<file path="config.mk">
export PLATFORM = sky130hd
export DESIGN_NAME = rxoh_regs
export DESIGN_NICKNAME = d
export VERILOG_FILES = /design/src/rxoh_pkg.sv /design/src/rxoh_regs.sv
export SDC_FILE = /design/constraint.sdc
export NUM_CORES = 1
export LEC_CHECK = 0
export ABC_AREA = 1
export ABC_CLOCK_PERIOD_IN_PS = 1800
export BUFFER_PORTS_ARGS = -buffer_cell sky130_fd_sc_hd__buf_2
export CAP_MARGIN = 20
export CORE_ASPECT_RATIO = 2
export CORE_MARGIN = 2
export CORE_UTILIZATION = 40
export CTS_BUF_LIST = sky130_fd_sc_hd__clkbuf_8
export DETAILED_ROUTE_END_ITERATION = 10
export PLACE_DENSITY_LB_ADDON = 0.15
export RECOVER_POWER = 100
export SYNTH_ARGS = -nofsm -noshare
export SYNTH_HDL_FRONTEND = slang
export SYNTH_SLANG_ARGS = --single-unit
</file>
<file path="constraint.sdc">
create_clock -name clk -period 1.8 [get_ports clk]
set_clock_uncertainty 0.05 [all_clocks]
set_input_delay 0.09 -clock clk [delete_from_list [all_inputs] [get_ports clk]]
set_output_delay 0.09 -clock clk [all_outputs]
set_load 0.1 [all_outputs]
</file>
<file path="src/rxoh_pkg.sv">
// rxoh_pkg: offsets, field positions and carrier types for the per-port
// receive overhead and status register group.
// assumes one port instance; the per-port stride is decoded outside.
`default_nettype none

package rxoh_pkg;

    ////////////////////////////////////////////////////////////////////////
    // bus widths
    localparam int unsigned ADDR_W = 9;
    localparam int unsigned DATA_W = 8;

    ////////////////////////////////////////////////////////////////////////
    // register offsets within one port
    localparam logic [8:0] OFF_FEA_HIGH = 9'h058;
    localparam logic [8:0] OFF_FEA_LOW = 9'h059;
    localparam logic [8:0] OFF_FEB_HIGH = 9'h05A;
    localparam logic [8:0] OFF_FEB_LOW = 9'h05B;
    localparam logic [8:0] OFF_CONFIG = 9'h05E;
    localparam logic [8:0] OFF_MON_SELECT = 9'h05F;
    localparam logic [8:0] OFF_MONITOR = 9'h060;
    localparam logic [8:0] OFF_LINK = 9'h062;
    localparam logic [8:0] OFF_CODE = 9'h063;
    localparam logic [8:0] OFF_CAPTURE1 = 9'h064;
    localparam logic [8:0] OFF_CAPTURE2 = 9'h065;
    localparam logic [8:0] OFF_CAPTURE3 = 9'h066;
    localparam logic [8:0] OFF_INTL_ODD = 9'h067;

    ////////////////////////////////////////////////////////////////////////
    // config register fields
    localparam int CFG_E1_BIT = 0;
    localparam int CFG_CRC4_BIT = 1;
    localparam int CFG_D4_BIT = 2;
    localparam logic [2:0] CFG_RESET = 3'h0;
    localparam logic [4:0] SEL_RESET = 5'h00;

    // sync status fields and counter limits
    localparam int STS_CRC4_BIT = 2;
    localparam int STS_CAS_BIT = 1;
    localparam int STS_FAS_BIT = 0;
    localparam logic [5:0] SEARCH_MAX = 6'h3F;
    localparam logic [15:0] COUNT_MAX = 16'hFFFF;
    localparam logic [2:0] LAST_BIT_INDEX = 3'h7;
    localparam logic [7:0] BYTE_RESET = 8'h00;

    ////////////////////////////////////////////////////////////////////////
    // framer side carrier, all on the register clock
    typedef struct packed {
        logic fea_err;
        logic feb_err;
        logic ds0_valid;
        logic ds0_bit;
        logic [4:0] ds0_slot;
        logic [2:0] ds0_index;
        logic fdl_valid;
        logic fdl_bit;
        logic fs_valid;
        logic fs_bit;
        logic mf_boundary;
        logic boc_valid;
        logic [5:0] boc_code;
        logic crc4_timeout;
        logic crc4_locked;
        logic crc4_mf_searching;
        logic cas_mf_searching;
        logic frame_align_searching;
        logic slc_valid;
        logic [23:0] slc_bits;
        logic align_valid;
        logic [7:0] align_byte;
        logic nonalign_valid;
        logic [7:0] nonalign_byte;
        logic intl_valid;
        logic [3:0] intl_frame;
        logic frame_international_bit;
    } rxoh_framer_type;

    // register port carrier
    typedef struct packed {
        logic [8:0] addr;
        logic [7:0] wdata;
        logic wr;
        logic rd;
    } rxoh_bus_type;

    // whole state of the register group
    typedef struct packed {
        logic [2:0] cfg;
        logic [4:0] mon_select;
        logic [15:0] far_end_a_count;
        logic [15:0] far_end_b_count;
        logic [7:0] mon_shift;
        logic [7:0] monitor;
        logic [7:0] fdl_shift;
        logic [2:0] fdl_count;
        logic [5:0] fs_shift;
        logic [7:0] link_byte;
        logic [5:0] rx_code_bits;
        logic [5:0] crc4_search_count;
        logic [23:0] slc;
        logic [7:0] align_byte;
        logic [7:0] nonalign_byte;
        logic [15:0] intl;
        logic [7:0] rd_data;
    } rxoh_state_type;

endpackage

`default_nettype wire

</file>
<file path="src/rxoh_regs.sv">
// rxoh_regs: one port of the receive overhead and status registers.
// assumes framer inputs and register port share clk; no synchronisers.
`timescale 1ns/1ps
`default_nettype none

module rxoh_regs
    import rxoh_pkg::*;
(
    input wire logic clk,
    input wire logic rst,
    input wire rxoh_bus_type bus_i,
    input wire rxoh_framer_type framer_i,
    output logic [7:0] rd_data
);

    ////////////////////////////////////////////////////////////////////////
    // helpers

    // saturating 16-bit error counter step
    function automatic logic [15:0] sat_inc16(input logic [15:0] v,
                                              input logic ev);
        logic [15:0] r;
        r = v;
        if (ev && (v != COUNT_MAX)) begin
            r = v + 16'h0001;
        end
        return r;
    endfunction

    // pick even or odd frame international bits, highest frame at bit 7
    function automatic logic [7:0] pick_intl(input logic [15:0] v,
                                             input logic odd);
        logic [7:0] r;
        r = BYTE_RESET;
        for (int k = 0; k < 8; k++) begin
            r[k] = v[2 * k + (odd ? 1 : 0)];
        end
        return r;
    endfunction

    ////////////////////////////////////////////////////////////////////////
    // state

    rxoh_state_type s_q;
    rxoh_state_type s_d;
    logic e1_mode;
    logic crc4_en;
    logic d4_mode;
    logic [7:0] sync_status;

    // mode decode and live sync status
    assign e1_mode = s_q.cfg[CFG_E1_BIT];
    assign crc4_en = s_q.cfg[CFG_CRC4_BIT];
    assign d4_mode = s_q.cfg[CFG_D4_BIT];
    assign sync_status = {s_q.crc4_search_count[5:2],
                          s_q.crc4_search_count[0],
                          framer_i.crc4_mf_searching,
                          framer_i.cas_mf_searching,
                          framer_i.frame_align_searching};

    ////////////////////////////////////////////////////////////////////////
    // next state
    always_comb begin
        s_d = s_q;

        // error counters
        s_d.far_end_a_count = sat_inc16(s_q.far_end_a_count,
                                        framer_i.fea_err);
        s_d.far_end_b_count = sat_inc16(s_q.far_end_b_count,
                                        framer_i.feb_err);

        // selected channel monitor, shifts in at bit 0
        if (framer_i.ds0_valid && (framer_i.ds0_slot == s_q.mon_select)) begin
            s_d.mon_shift = {s_q.mon_shift[6:0], framer_i.ds0_bit};
            if (framer_i.ds0_index == LAST_BIT_INDEX) begin
                s_d.monitor = {s_q.mon_shift[6:0], framer_i.ds0_bit};
            end
        end

        // T1 data link: esf byte path or D4 Fs path
        if (!e1_mode && !d4_mode && framer_i.fdl_valid) begin
            s_d.fdl_shift = {framer_i.fdl_bit, s_q.fdl_shift[7:1]};
            s_d.fdl_count = s_q.fdl_count + 3'h1;
            if (s_q.fdl_count == LAST_BIT_INDEX) begin
                s_d.link_byte = {framer_i.fdl_bit,
                                 s_q.fdl_shift[7:1]};
            end
        end
        if (!e1_mode && d4_mode) begin
            if (framer_i.fs_valid) begin
                s_d.fs_shift = {framer_i.fs_bit, s_q.fs_shift[5:1]};
            end
            if (framer_i.mf_boundary) begin
                s_d.link_byte = {2'h0, s_q.fs_shift};
            end
        end

        // bit-oriented code
        if (!e1_mode && framer_i.boc_valid) begin
            s_d.rx_code_bits = framer_i.boc_code;
        end

        // CRC-4 search counter
        if (!crc4_en || framer_i.crc4_locked) begin
            s_d.crc4_search_count = 6'h00;
        end else if (e1_mode && framer_i.crc4_timeout &&
                     (s_q.crc4_search_count != SEARCH_MAX)) begin
            s_d.crc4_search_count = s_q.crc4_search_count + 6'h01;
        end

        // T1 SLC-96 captures
        if (!e1_mode && framer_i.slc_valid) begin
            s_d.slc = framer_i.slc_bits;
        end

        // E1 timeslot zero captures
        if (e1_mode && framer_i.align_valid) begin
            s_d.align_byte = framer_i.align_byte;
        end
        if (e1_mode && framer_i.nonalign_valid) begin
            s_d.nonalign_byte = framer_i.nonalign_byte;
        end
        if (e1_mode && framer_i.intl_valid) begin
            s_d.intl[framer_i.intl_frame] =
                framer_i.frame_international_bit;
        end

        // only the config and select registers take writes
        if (bus_i.wr) begin
            if (bus_i.addr == OFF_CONFIG) begin
                s_d.cfg = bus_i.wdata[2:0];
            end else if (bus_i.addr == OFF_MON_SELECT) begin
                s_d.mon_select = bus_i.wdata[4:0];
            end
        end

        // read data stands one cycle after the strobe only
        s_d.rd_data = BYTE_RESET;
        if (bus_i.rd) begin
            case (bus_i.addr)
                OFF_FEA_HIGH: s_d.rd_data = s_q.far_end_a_count[15:8];
                OFF_FEA_LOW: s_d.rd_data = s_q.far_end_a_count[7:0];
                OFF_FEB_HIGH: s_d.rd_data = s_q.far_end_b_count[15:8];
                OFF_FEB_LOW: s_d.rd_data = s_q.far_end_b_count[7:0];
                OFF_CONFIG: s_d.rd_data = {5'h00, s_q.cfg};
                OFF_MON_SELECT: s_d.rd_data = {3'h0, s_q.mon_select};
                OFF_MONITOR: s_d.rd_data = s_q.monitor;
                OFF_LINK: s_d.rd_data = e1_mode ? sync_status
                                                : s_q.link_byte;
                OFF_CODE: s_d.rd_data = e1_mode ? BYTE_RESET
                                                : {2'h0, s_q.rx_code_bits};
                OFF_CAPTURE1: s_d.rd_data = e1_mode ? s_q.align_byte
                                                    : s_q.slc[7:0];
                OFF_CAPTURE2: s_d.rd_data = e1_mode ? s_q.nonalign_byte
                                                    : s_q.slc[15:8];
                OFF_CAPTURE3: s_d.rd_data = e1_mode ? pick_intl(s_q.intl, 1'h0)
                                                    : s_q.slc[23:16];
                OFF_INTL_ODD: s_d.rd_data = e1_mode ? pick_intl(s_q.intl, 1'h1)
                                                    : BYTE_RESET;
                default: s_d.rd_data = BYTE_RESET;
            endcase
        end
    end

    ////////////////////////////////////////////////////////////////////////
    // registers, synchronous reset clears the whole group
    always_ff @(posedge clk) begin
        if (rst) begin
            s_q <= '0;
        end else begin
            s_q <= s_d;
        end
    end

    assign rd_data = s_q.rd_data;

    ////////////////////////////////////////////////////////////////////////
    // checks

    // no read strobe, no read data
    a_read_idle_zero: assert property (@(posedge clk) disable iff (rst)
        !bus_i.rd |=> (rd_data == BYTE_RESET))
        else $error("read data not zero after idle cycle");

    // writes never disturb the error counter
    a_write_no_effect: assert property (@(posedge clk) disable iff (rst)
        (bus_i.wr && !framer_i.fea_err) |=> $stable(s_q.far_end_a_count))
        else $error("write changed far-end A count");

    // far-end B counter steps by one per error
    a_feb_step: assert property (@(posedge clk) disable iff (rst)
        (framer_i.feb_err && (s_q.far_end_b_count != COUNT_MAX)) |=>
        (s_q.far_end_b_count == $past(s_q.far_end_b_count) + 16'h0001))
        else $error("far-end B count did not step");

    // high byte of A pair reads back the counter
    a_fea_pair: assert property (@(posedge clk) disable iff (rst)
        (bus_i.rd && (bus_i.addr == OFF_FEA_HIGH)) |=>
        (rd_data == $past(s_q.far_end_a_count[15:8])))
        else $error("far-end A high byte wrong");

    // monitor last bit lands in bit 0
    a_monitor_order: assert property (@(posedge clk) disable iff (rst)
        (framer_i.ds0_valid && (framer_i.ds0_slot == s_q.mon_select) &&
         (framer_i.ds0_index == LAST_BIT_INDEX)) |=>
        (s_q.monitor[0] == $past(framer_i.ds0_bit)) &&
        (s_q.monitor[7:1] == $past(s_q.mon_shift[6:0])))
        else $error("channel monitor order wrong");

    // D4 link register moves only at multiframe boundary
    a_d4_hold: assert property (@(posedge clk) disable iff (rst)
        (!e1_mode && d4_mode && !framer_i.mf_boundary) |=>
        $stable(s_q.link_byte))
        else $error("D4 link byte changed off boundary");

    // bit-oriented code taken as received
    a_code_capture: assert property (@(posedge clk) disable iff (rst)
        (!e1_mode && framer_i.boc_valid) |=>
        (s_q.rx_code_bits == $past(framer_i.boc_code)))
        else $error("bit-oriented code not captured");

    // search counter step on interval expiry
    a_search_step: assert property (@(posedge clk) disable iff (rst)
        (e1_mode && crc4_en && !framer_i.crc4_locked &&
         framer_i.crc4_timeout && (s_q.crc4_search_count != SEARCH_MAX))
        |=> (s_q.crc4_search_count ==
             $past(s_q.crc4_search_count) + 6'h01))
        else $error("search counter did not step");

    // search counter cleared by lock or mode off
    a_search_clear: assert property (@(posedge clk) disable iff (rst)
        (!crc4_en || framer_i.crc4_locked) |=>
        (s_q.crc4_search_count == 6'h00))
        else $error("search counter not cleared");

    // search counter holds at its ceiling
    a_search_sat: assert property (@(posedge clk) disable iff (rst)
        (crc4_en && !framer_i.crc4_locked &&
         (s_q.crc4_search_count == SEARCH_MAX)) |=>
        (s_q.crc4_search_count == SEARCH_MAX))
        else $error("search counter wrapped");

    // E1 status read shows live flags of the strobe cycle
    a_status_live: assert property (@(posedge clk) disable iff (rst)
        (bus_i.rd && e1_mode && (bus_i.addr == OFF_LINK)) |=>
        (rd_data[2:0] == {$past(framer_i.crc4_mf_searching),
                          $past(framer_i.cas_mf_searching),
                          $past(framer_i.frame_align_searching)}))
        else $error("live sync status wrong");

    // low byte of A pair reads back the counter
    a_fea_low_read: assert property (@(posedge clk) disable iff (rst)
        (bus_i.rd && (bus_i.addr == OFF_FEA_LOW)) |=>
        (rd_data == $past(s_q.far_end_a_count[7:0])))
        else $error("far-end A low byte wrong");

    // eighth data link bit commits the byte, first bit at bit 0
    a_link_commit: assert property (@(posedge clk) disable iff (rst)
        (!e1_mode && !d4_mode && framer_i.fdl_valid &&
         (s_q.fdl_count == LAST_BIT_INDEX)) |=>
        (s_q.link_byte == {$past(framer_i.fdl_bit),
                           $past(s_q.fdl_shift[7:1])}))
        else $error("data link byte not committed");

    // D4 boundary commits the six Fs bits under two zero bits
    a_d4_commit: assert property (@(posedge clk) disable iff (rst)
        (!e1_mode && d4_mode && framer_i.mf_boundary) |=>
        (s_q.link_byte == {2'h0, $past(s_q.fs_shift)}))
        else $error("D4 link byte not committed");

    // T1 code read has its two top bits at zero
    a_code_read: assert property (@(posedge clk) disable iff (rst)
        (bus_i.rd && !e1_mode && (bus_i.addr == OFF_CODE)) |=>
        (rd_data == {2'h0, $past(s_q.rx_code_bits)}))
        else $error("bit-oriented code read wrong");

    // E1 status read shows counter bits 5:2 and 0, bit 1 left out
    a_status_count: assert property (@(posedge clk) disable iff (rst)
        (bus_i.rd && e1_mode && (bus_i.addr == OFF_LINK)) |=>
        (rd_data[7:4] == $past(s_q.crc4_search_count[5:2])) &&
        (rd_data[3] == $past(s_q.crc4_search_count[0])))
        else $error("search count read wrong");

    // CRC-4 multiframe search flag at its status bit
    a_crc4_flag: assert property (@(posedge clk) disable iff (rst)
        (bus_i.rd && e1_mode && (bus_i.addr == OFF_LINK)) |=>
        (rd_data[STS_CRC4_BIT] == $past(framer_i.crc4_mf_searching)))
        else $error("CRC-4 search flag wrong");

    // CAS multiframe search flag at its status bit
    a_cas_flag: assert property (@(posedge clk) disable iff (rst)
        (bus_i.rd && e1_mode && (bus_i.addr == OFF_LINK)) |=>
        (rd_data[STS_CAS_BIT] == $past(framer_i.cas_mf_searching)))
        else $error("CAS search flag wrong");

    // frame alignment search flag at its status bit
    a_fas_flag: assert property (@(posedge clk) disable iff (rst)
        (bus_i.rd && e1_mode && (bus_i.addr == OFF_LINK)) |=>
        (rd_data[STS_FAS_BIT] == $past(framer_i.frame_align_searching)))
        else $error("frame align search flag wrong");

    // T1 read at the link offset returns the data link byte
    a_t1_link_read: assert property (@(posedge clk) disable iff (rst)
        (bus_i.rd && !e1_mode && (bus_i.addr == OFF_LINK)) |=>
        (rd_data == $past(s_q.link_byte)))
        else $error("T1 link byte read wrong");

    // SLC-96 bits taken whole in T1
    a_slc_take: assert property (@(posedge clk) disable iff (rst)
        (!e1_mode && framer_i.slc_valid) |=>
        (s_q.slc == $past(framer_i.slc_bits)))
        else $error("SLC-96 bits not captured");

    // international bit lands at its frame position
    a_intl_take: assert property (@(posedge clk) disable iff (rst)
        (e1_mode && framer_i.intl_valid) |=>
        (s_q.intl[$past(framer_i.intl_frame)] ==
         $past(framer_i.frame_international_bit)))
        else $error("international bit not captured");

endmodule

`default_nettype wire

</file>
==> Word-level counts from Yosys, hierarchy flattened <==
Index checks and enable logic that the tools add are counted.
{ "word_totals": {"reg_bits": 156, "inputBits": 99, "output_inout_bits": 8, "elab_cells": 82} }
{ "op_classes": {"addsub": 4, "order_cmp": 2, "n_eq_ne": 19, "mux": 14, "bitwise_logic": 2, "reduce_logical": 24} }
{ "op_table": {"columns": ["cell", "count"], "rows": [
  ["9-bit by 7-bit equality test with 1-bit output (second input constant)", 13],
  ["8-bit one-hot mux with 13 select lines", 1],
  ["8-bit two-way mux", 9],
  ["16-bit by 1-bit adder with 16-bit output (second input constant)", 2],
  ["16-bit != test (second input constant)", 2],
  ["16-bit bitwise mux", 1],
  ["1-bit logical AND", 14],
  ["6-bit by 1-bit adder with 6-bit output (second input constant)", 1],
  ["3-bit equality test (second input constant)", 2],
  ["6-bit two-way mux", 1],
  ["6-bit != test (second input constant)", 1],
  ["2-bit AND reduction", 3],
  ["5-bit equality test", 1],
  ["4-bit by 5-bit < comparator with 1-bit output (second input constant)", 1],
  ["1-bit demux with 4-bit select", 1],
  ["4-bit by 1-bit greater-or-equal comparator with 1-bit output (second input constant)", 1],
  ["2-bit OR reduction", 2],
  ["3-bit by 1-bit adder with 3-bit output (second input constant)", 1],
  ["1-bit logical NOT", 3],
  ["3-bit AND reduction", 1],
  ["1-bit NOT", 2],
  ["1-bit logical OR", 1],
  ["1-bit two-way mux", 1]
]} }

==> Longest topological paths before layout <==
{ "logic_depth": {"depth_word": 6, "ltp_mapped": 11, "mapped_depth_nobuf": 10} }

==> Worst setup path before layout <==
Ideal clock, no wire load.
{ "synth_timing": {"path_kind": "register to register", "start": "register s_q[117] in the netlist's numbering", "end": "register s_q[130] in the netlist's numbering", "setup_ns": 0.115, "t_arrival_ns": 1.421, "t_required_ns": 1.635, "setup_slack_ns": 0.214, "path_stages_with_launch": 10, "path_buffers": 1, "synth_period_minus_slack_ns": 1.586, "cell_sequence": "dfxtp_1 ha_1 nand3_2 nor3_4 nand2_1 nand2_1 nand2_2 buf_6 a21oi_1 nor2_1"} }
{ "synth_between": {"elab_chain_cells": 2, "word_cells_on_any_way": 3, "classes_between": "add/sub (1); eq/ne (1); reduce/logical (1)"} }
{ "synth_rtl": {"columns": ["element", "line", "rtl"], "rows": [
  ["start, declared", "rxoh_regs.sv:44", "rxoh_state_type s_q;"],
  ["start signal, assigned", "rxoh_regs.sv:169", "s_q <= '0;"],
  ["start signal, assigned", "rxoh_regs.sv:171", "s_q <= s_d;"],
  ["branches (longest 2 deep; another with 16-bit by 1-bit adder with 16-bit output)", null, null]
]} }
Parallel ways; which one is timed is not known.
A chain may end at the register's enable or synchronous reset.

==> Final worst setup path <==
{ "layout_timing": {"start": "register s_q[117] in the netlist's numbering", "end": "register s_q[131] in the netlist's numbering"} }
The elaborated chain is that of the path after synthesis.

==> qor.yml <==
run_status:
  status: "finished, final reports clean"
floorplanning:
  start_util_pct: 40.3
  core_area_mm2: 0.0197
  num_io_pins: 107
  die_x_um: 104
  die_area_mm2: 0.0211
  num_rows: 73
  dieHeight_um: 203
yosys:
  yosysWarnings: 0
  syn_area_per_cell_um2: 6.52
  synth_top_family_by_area: "simple AND/OR/NAND/NOR gates"
  synth_compound_area_share_pct: 15.0
  syn_nets: 1324
  ys_ff_latch: 155
  syn_inst: 1220
  synth_edf_count: 0
  synth_xor_xnor_area_share_pct: 0.991
  synthArstFlopShare_pct: 0
  yosysUniqueCellTypes: 39
  yosysTopAreaCell: "dfxtp_1"
  seq_area_frac_synth_pct: 39.0
  synth_area_leaders: "dfxtp_1 (39%), nand2_1 (13%), nor2_1 (9.5%)"
  synth_top_area_share_pct: 39.0
  yosys.area_share.simple_pct: 35.0
  synth_area_mm2: 0.00796
  synthFlopType: "dfxtp_1"
  synthAdderAreaFrac_pct: 0.786
  synth_mux_area_share_pct: 0
power_and_ir_drop:
  powerDensity_mw_per_mm2: 678
  comb_power_share_pct: 10.4
  clkPwrFrac_pct: 38.3
  cellLeakagePower_nw: 4.42
  p_switching_mw: 1.75
  p_int_mw: 5.17
  seqPwrFrac_pct: 51.3
  switching_share_pct: 25.3
  power_mw: 6.92
  vdd_drop_max_mv: 0.474
routing:
  wl_per_cell_um: 14.7
  drc_errors: 0
  firstDrtPassIters: 5
  drtIter0Drc: 369
  postRouteAntennaNets: 0
  num_vias: 8334
  routed_wl_um: 24900
  viasPerCell: 4.91
global_routing:
  grt_pass1_vias: 8195
  gr-total-overflow: 0
  grt_pass1_wl_um: 39400
  grt_max_degree: 56
  antenna_found_initial: 0
  grt_usage_pct: 24.0
timing:
  drv_slew: 0
  worst_slew_pin_slew_ns: 0.568
  hold_violations: 0
  finalSetupViolCount: 0
  max_freq_mhz: 602
  slew_headroom_pct: 62.1
  min_period_ns: 1.66
  period_share_pct: 92.3
critical_path:
  worstSetupStartpointType: "register"
  worst-setup-path-type: "reg2reg"
  required_ns: 2.11
  crit_fanout: 15
  cpPeakStageDelay_ns: 0.34
  crit_slowest_cell: "dfxtp_1"
  arrival_ns: 1.97
  path_cells: "ha_1 > nand3_2 > nor3_4 > nand3_1 > nand2_2 > o21ai_0 > nand2_1 > nor2_1"
  path_delay_family: "simple AND/OR/NAND/NOR gates"
  crit_buf_inv: 0
  endpoint_kind: "register"
run:
  cap_violations: 0
final_layout:
  final_cell_mix: "nand2_1 (277), nor2_1 (199), dfxtp_1 (152)"
  nFillCells: 2096
  regArea_mm2: 0.00311
  final_common_cell: "nand2_1"
  antennaDiodeCount: 0
  layout.nets: 1528
  final_core_util_pct: 51.7
  drive_above_1_share_pct: 15.3
  syn2layout_area_growth_pct: 28.2
  multi_input_area_mm2: 0.00415
placement:
  gp_congestion: 0.857
  io_buffer_count: 103
  hpwl_um: 19100
worst_hold_path:
  worstHoldPathType: "in2reg"
clock_network:
  cts_num_sinks: 155
  h-tree-depth: 4
  cts_buffer_depth: 2
  root_buffer: "clkbuf_8"
  cts_tree: "done"
  insertion_delay_ns: 0.46
  cts.clk_slew.worst_paths_ns: 0.09
  numCtsBuffers: 17
-- routing by layer --
metal / share of wire [%] / vias up / wire [um] / GRT usage [%]
met1: 35 / 3744 / 8830 / 22.6
met3: 3.0 / 52 / 753 / 3.93
met4: 4.7 / 0 / 1180 / 12.5
li1: - / 4361 / - / -
met5: 0 / - / 0 / 0
met2: 57 / 177 / 14200 / 48.5
-- tightest hold or removal path, stage by stage --
cell and delay [ns]:
buf_2 0.08, nand2_1 0.14, o21ai_0 0.19, nor2_1 0.04
-- power by group through the flow --
stage	logic [mW]	clock network, mW	registers, mW
floorplan	0.326	0	3.62
global placement	0.592	0	3.63
detailed placement	0.599	0	3.63
CTS	0.720	2.72	3.55
global route	0.807	2.85	3.56
finish	0.722	2.65	3.55
-- worst paths after layout --
check                             startpoint  endpoint  slack [ns]  depth (start not counted)
worst max-delay path                s_q[117]  s_q[131]        0.14                          8
worst min-delay path            framer_i[14]   s_q[31]        0.05                          4
worst max register to register      s_q[117]  s_q[131]        0.14                          8
worst min register to register       s_q[82]   s_q[82]        0.40                          2
-- state kept, by name, summed over array words and instances (netlist names) --
name     flops
s_q        144
e1_mode      1
d4_mode      1
crc4_en      1
rd_data      8
-- kinds of logic (layout without fill, tap and decap cells) --
group | count (synthesis) | after routing
adders and majority gates | 5 | 5
AOI/OAI and AO/OA | 228 | 228
buffers and inverters | 171 | 387
DFF | 155 | 155
xor gates and xnor gates | 9 | 9
and+or+nand+nor | 652 | 652
-- Yosys cell counts, types with 2 or more instances --
master	number
inv_1	114
o31ai_1	4
clkbuf_1	23
nand4_1	14
nor3b_1	3
xnor2_1	3
o21ai_0	127
a21oi_1	81
nand2_2	5
buf_6	3
nor2_1	202
nor3_4	2
ha_1	5
nand3_2	4
dfxtp_1	155
a31oi_1	2
o211ai_1	4
nor2_2	6
buf_4	10
a21oi_2	5
nor3_2	4
buf_1	3
nand3b_1	5
nand3_1	112
nor3_1	14
nand2_1	278
xor2_1	6
buf_2	15
-- final cells by class --
class / count / area share [%]
Inverter: 116 / 4.31
Sequential cell: 155 / 30.5
Timing Repair Buffer: 240 / 17.5
Clock buffer: 20 / 2.70
Tap cell: 262 / 3.21
Multi-Input combinational cell: 894 / 40.6
Clock inverter: 11 / 1.18
-- metrics by stage --
| stage | setup slack [ns] | cells | hold WS (ns) | area, um2 | setup TNS [ns] |
|---|---|---|---|---|---|
| 3_5_place_dp | 0.0286 | 1589 | 0.302 | 9030 | 0 |
| 3_3_place_gp | 0.0497 | 1589 | 0.293 | 9030 | 0 |
| 6_report | 0.138 | 1698 | 0.0505 | 10200 | 0 |
| 4_1_cts | 0.0134 | 1697 | 0.0247 | 10200 | 0 |
| 2_1_floorplan | 0.214 | 1220 | 0.204 | 7960 | 0 |
| 5_1_grt | -0.000660 | 1698 | 0.0871 | 10200 | -0.000660 |
-- what timing repair did --
item / CTS / global route
setup buffers: 0 / 0
endpoints found under the setup margin: 0 / 14
resized for setup: 0 / 11
endpoints found under the hold margin: 94 / 2
hold buffers: 77 / 1
No activity file was read; power rests on OpenSTA's default activity.
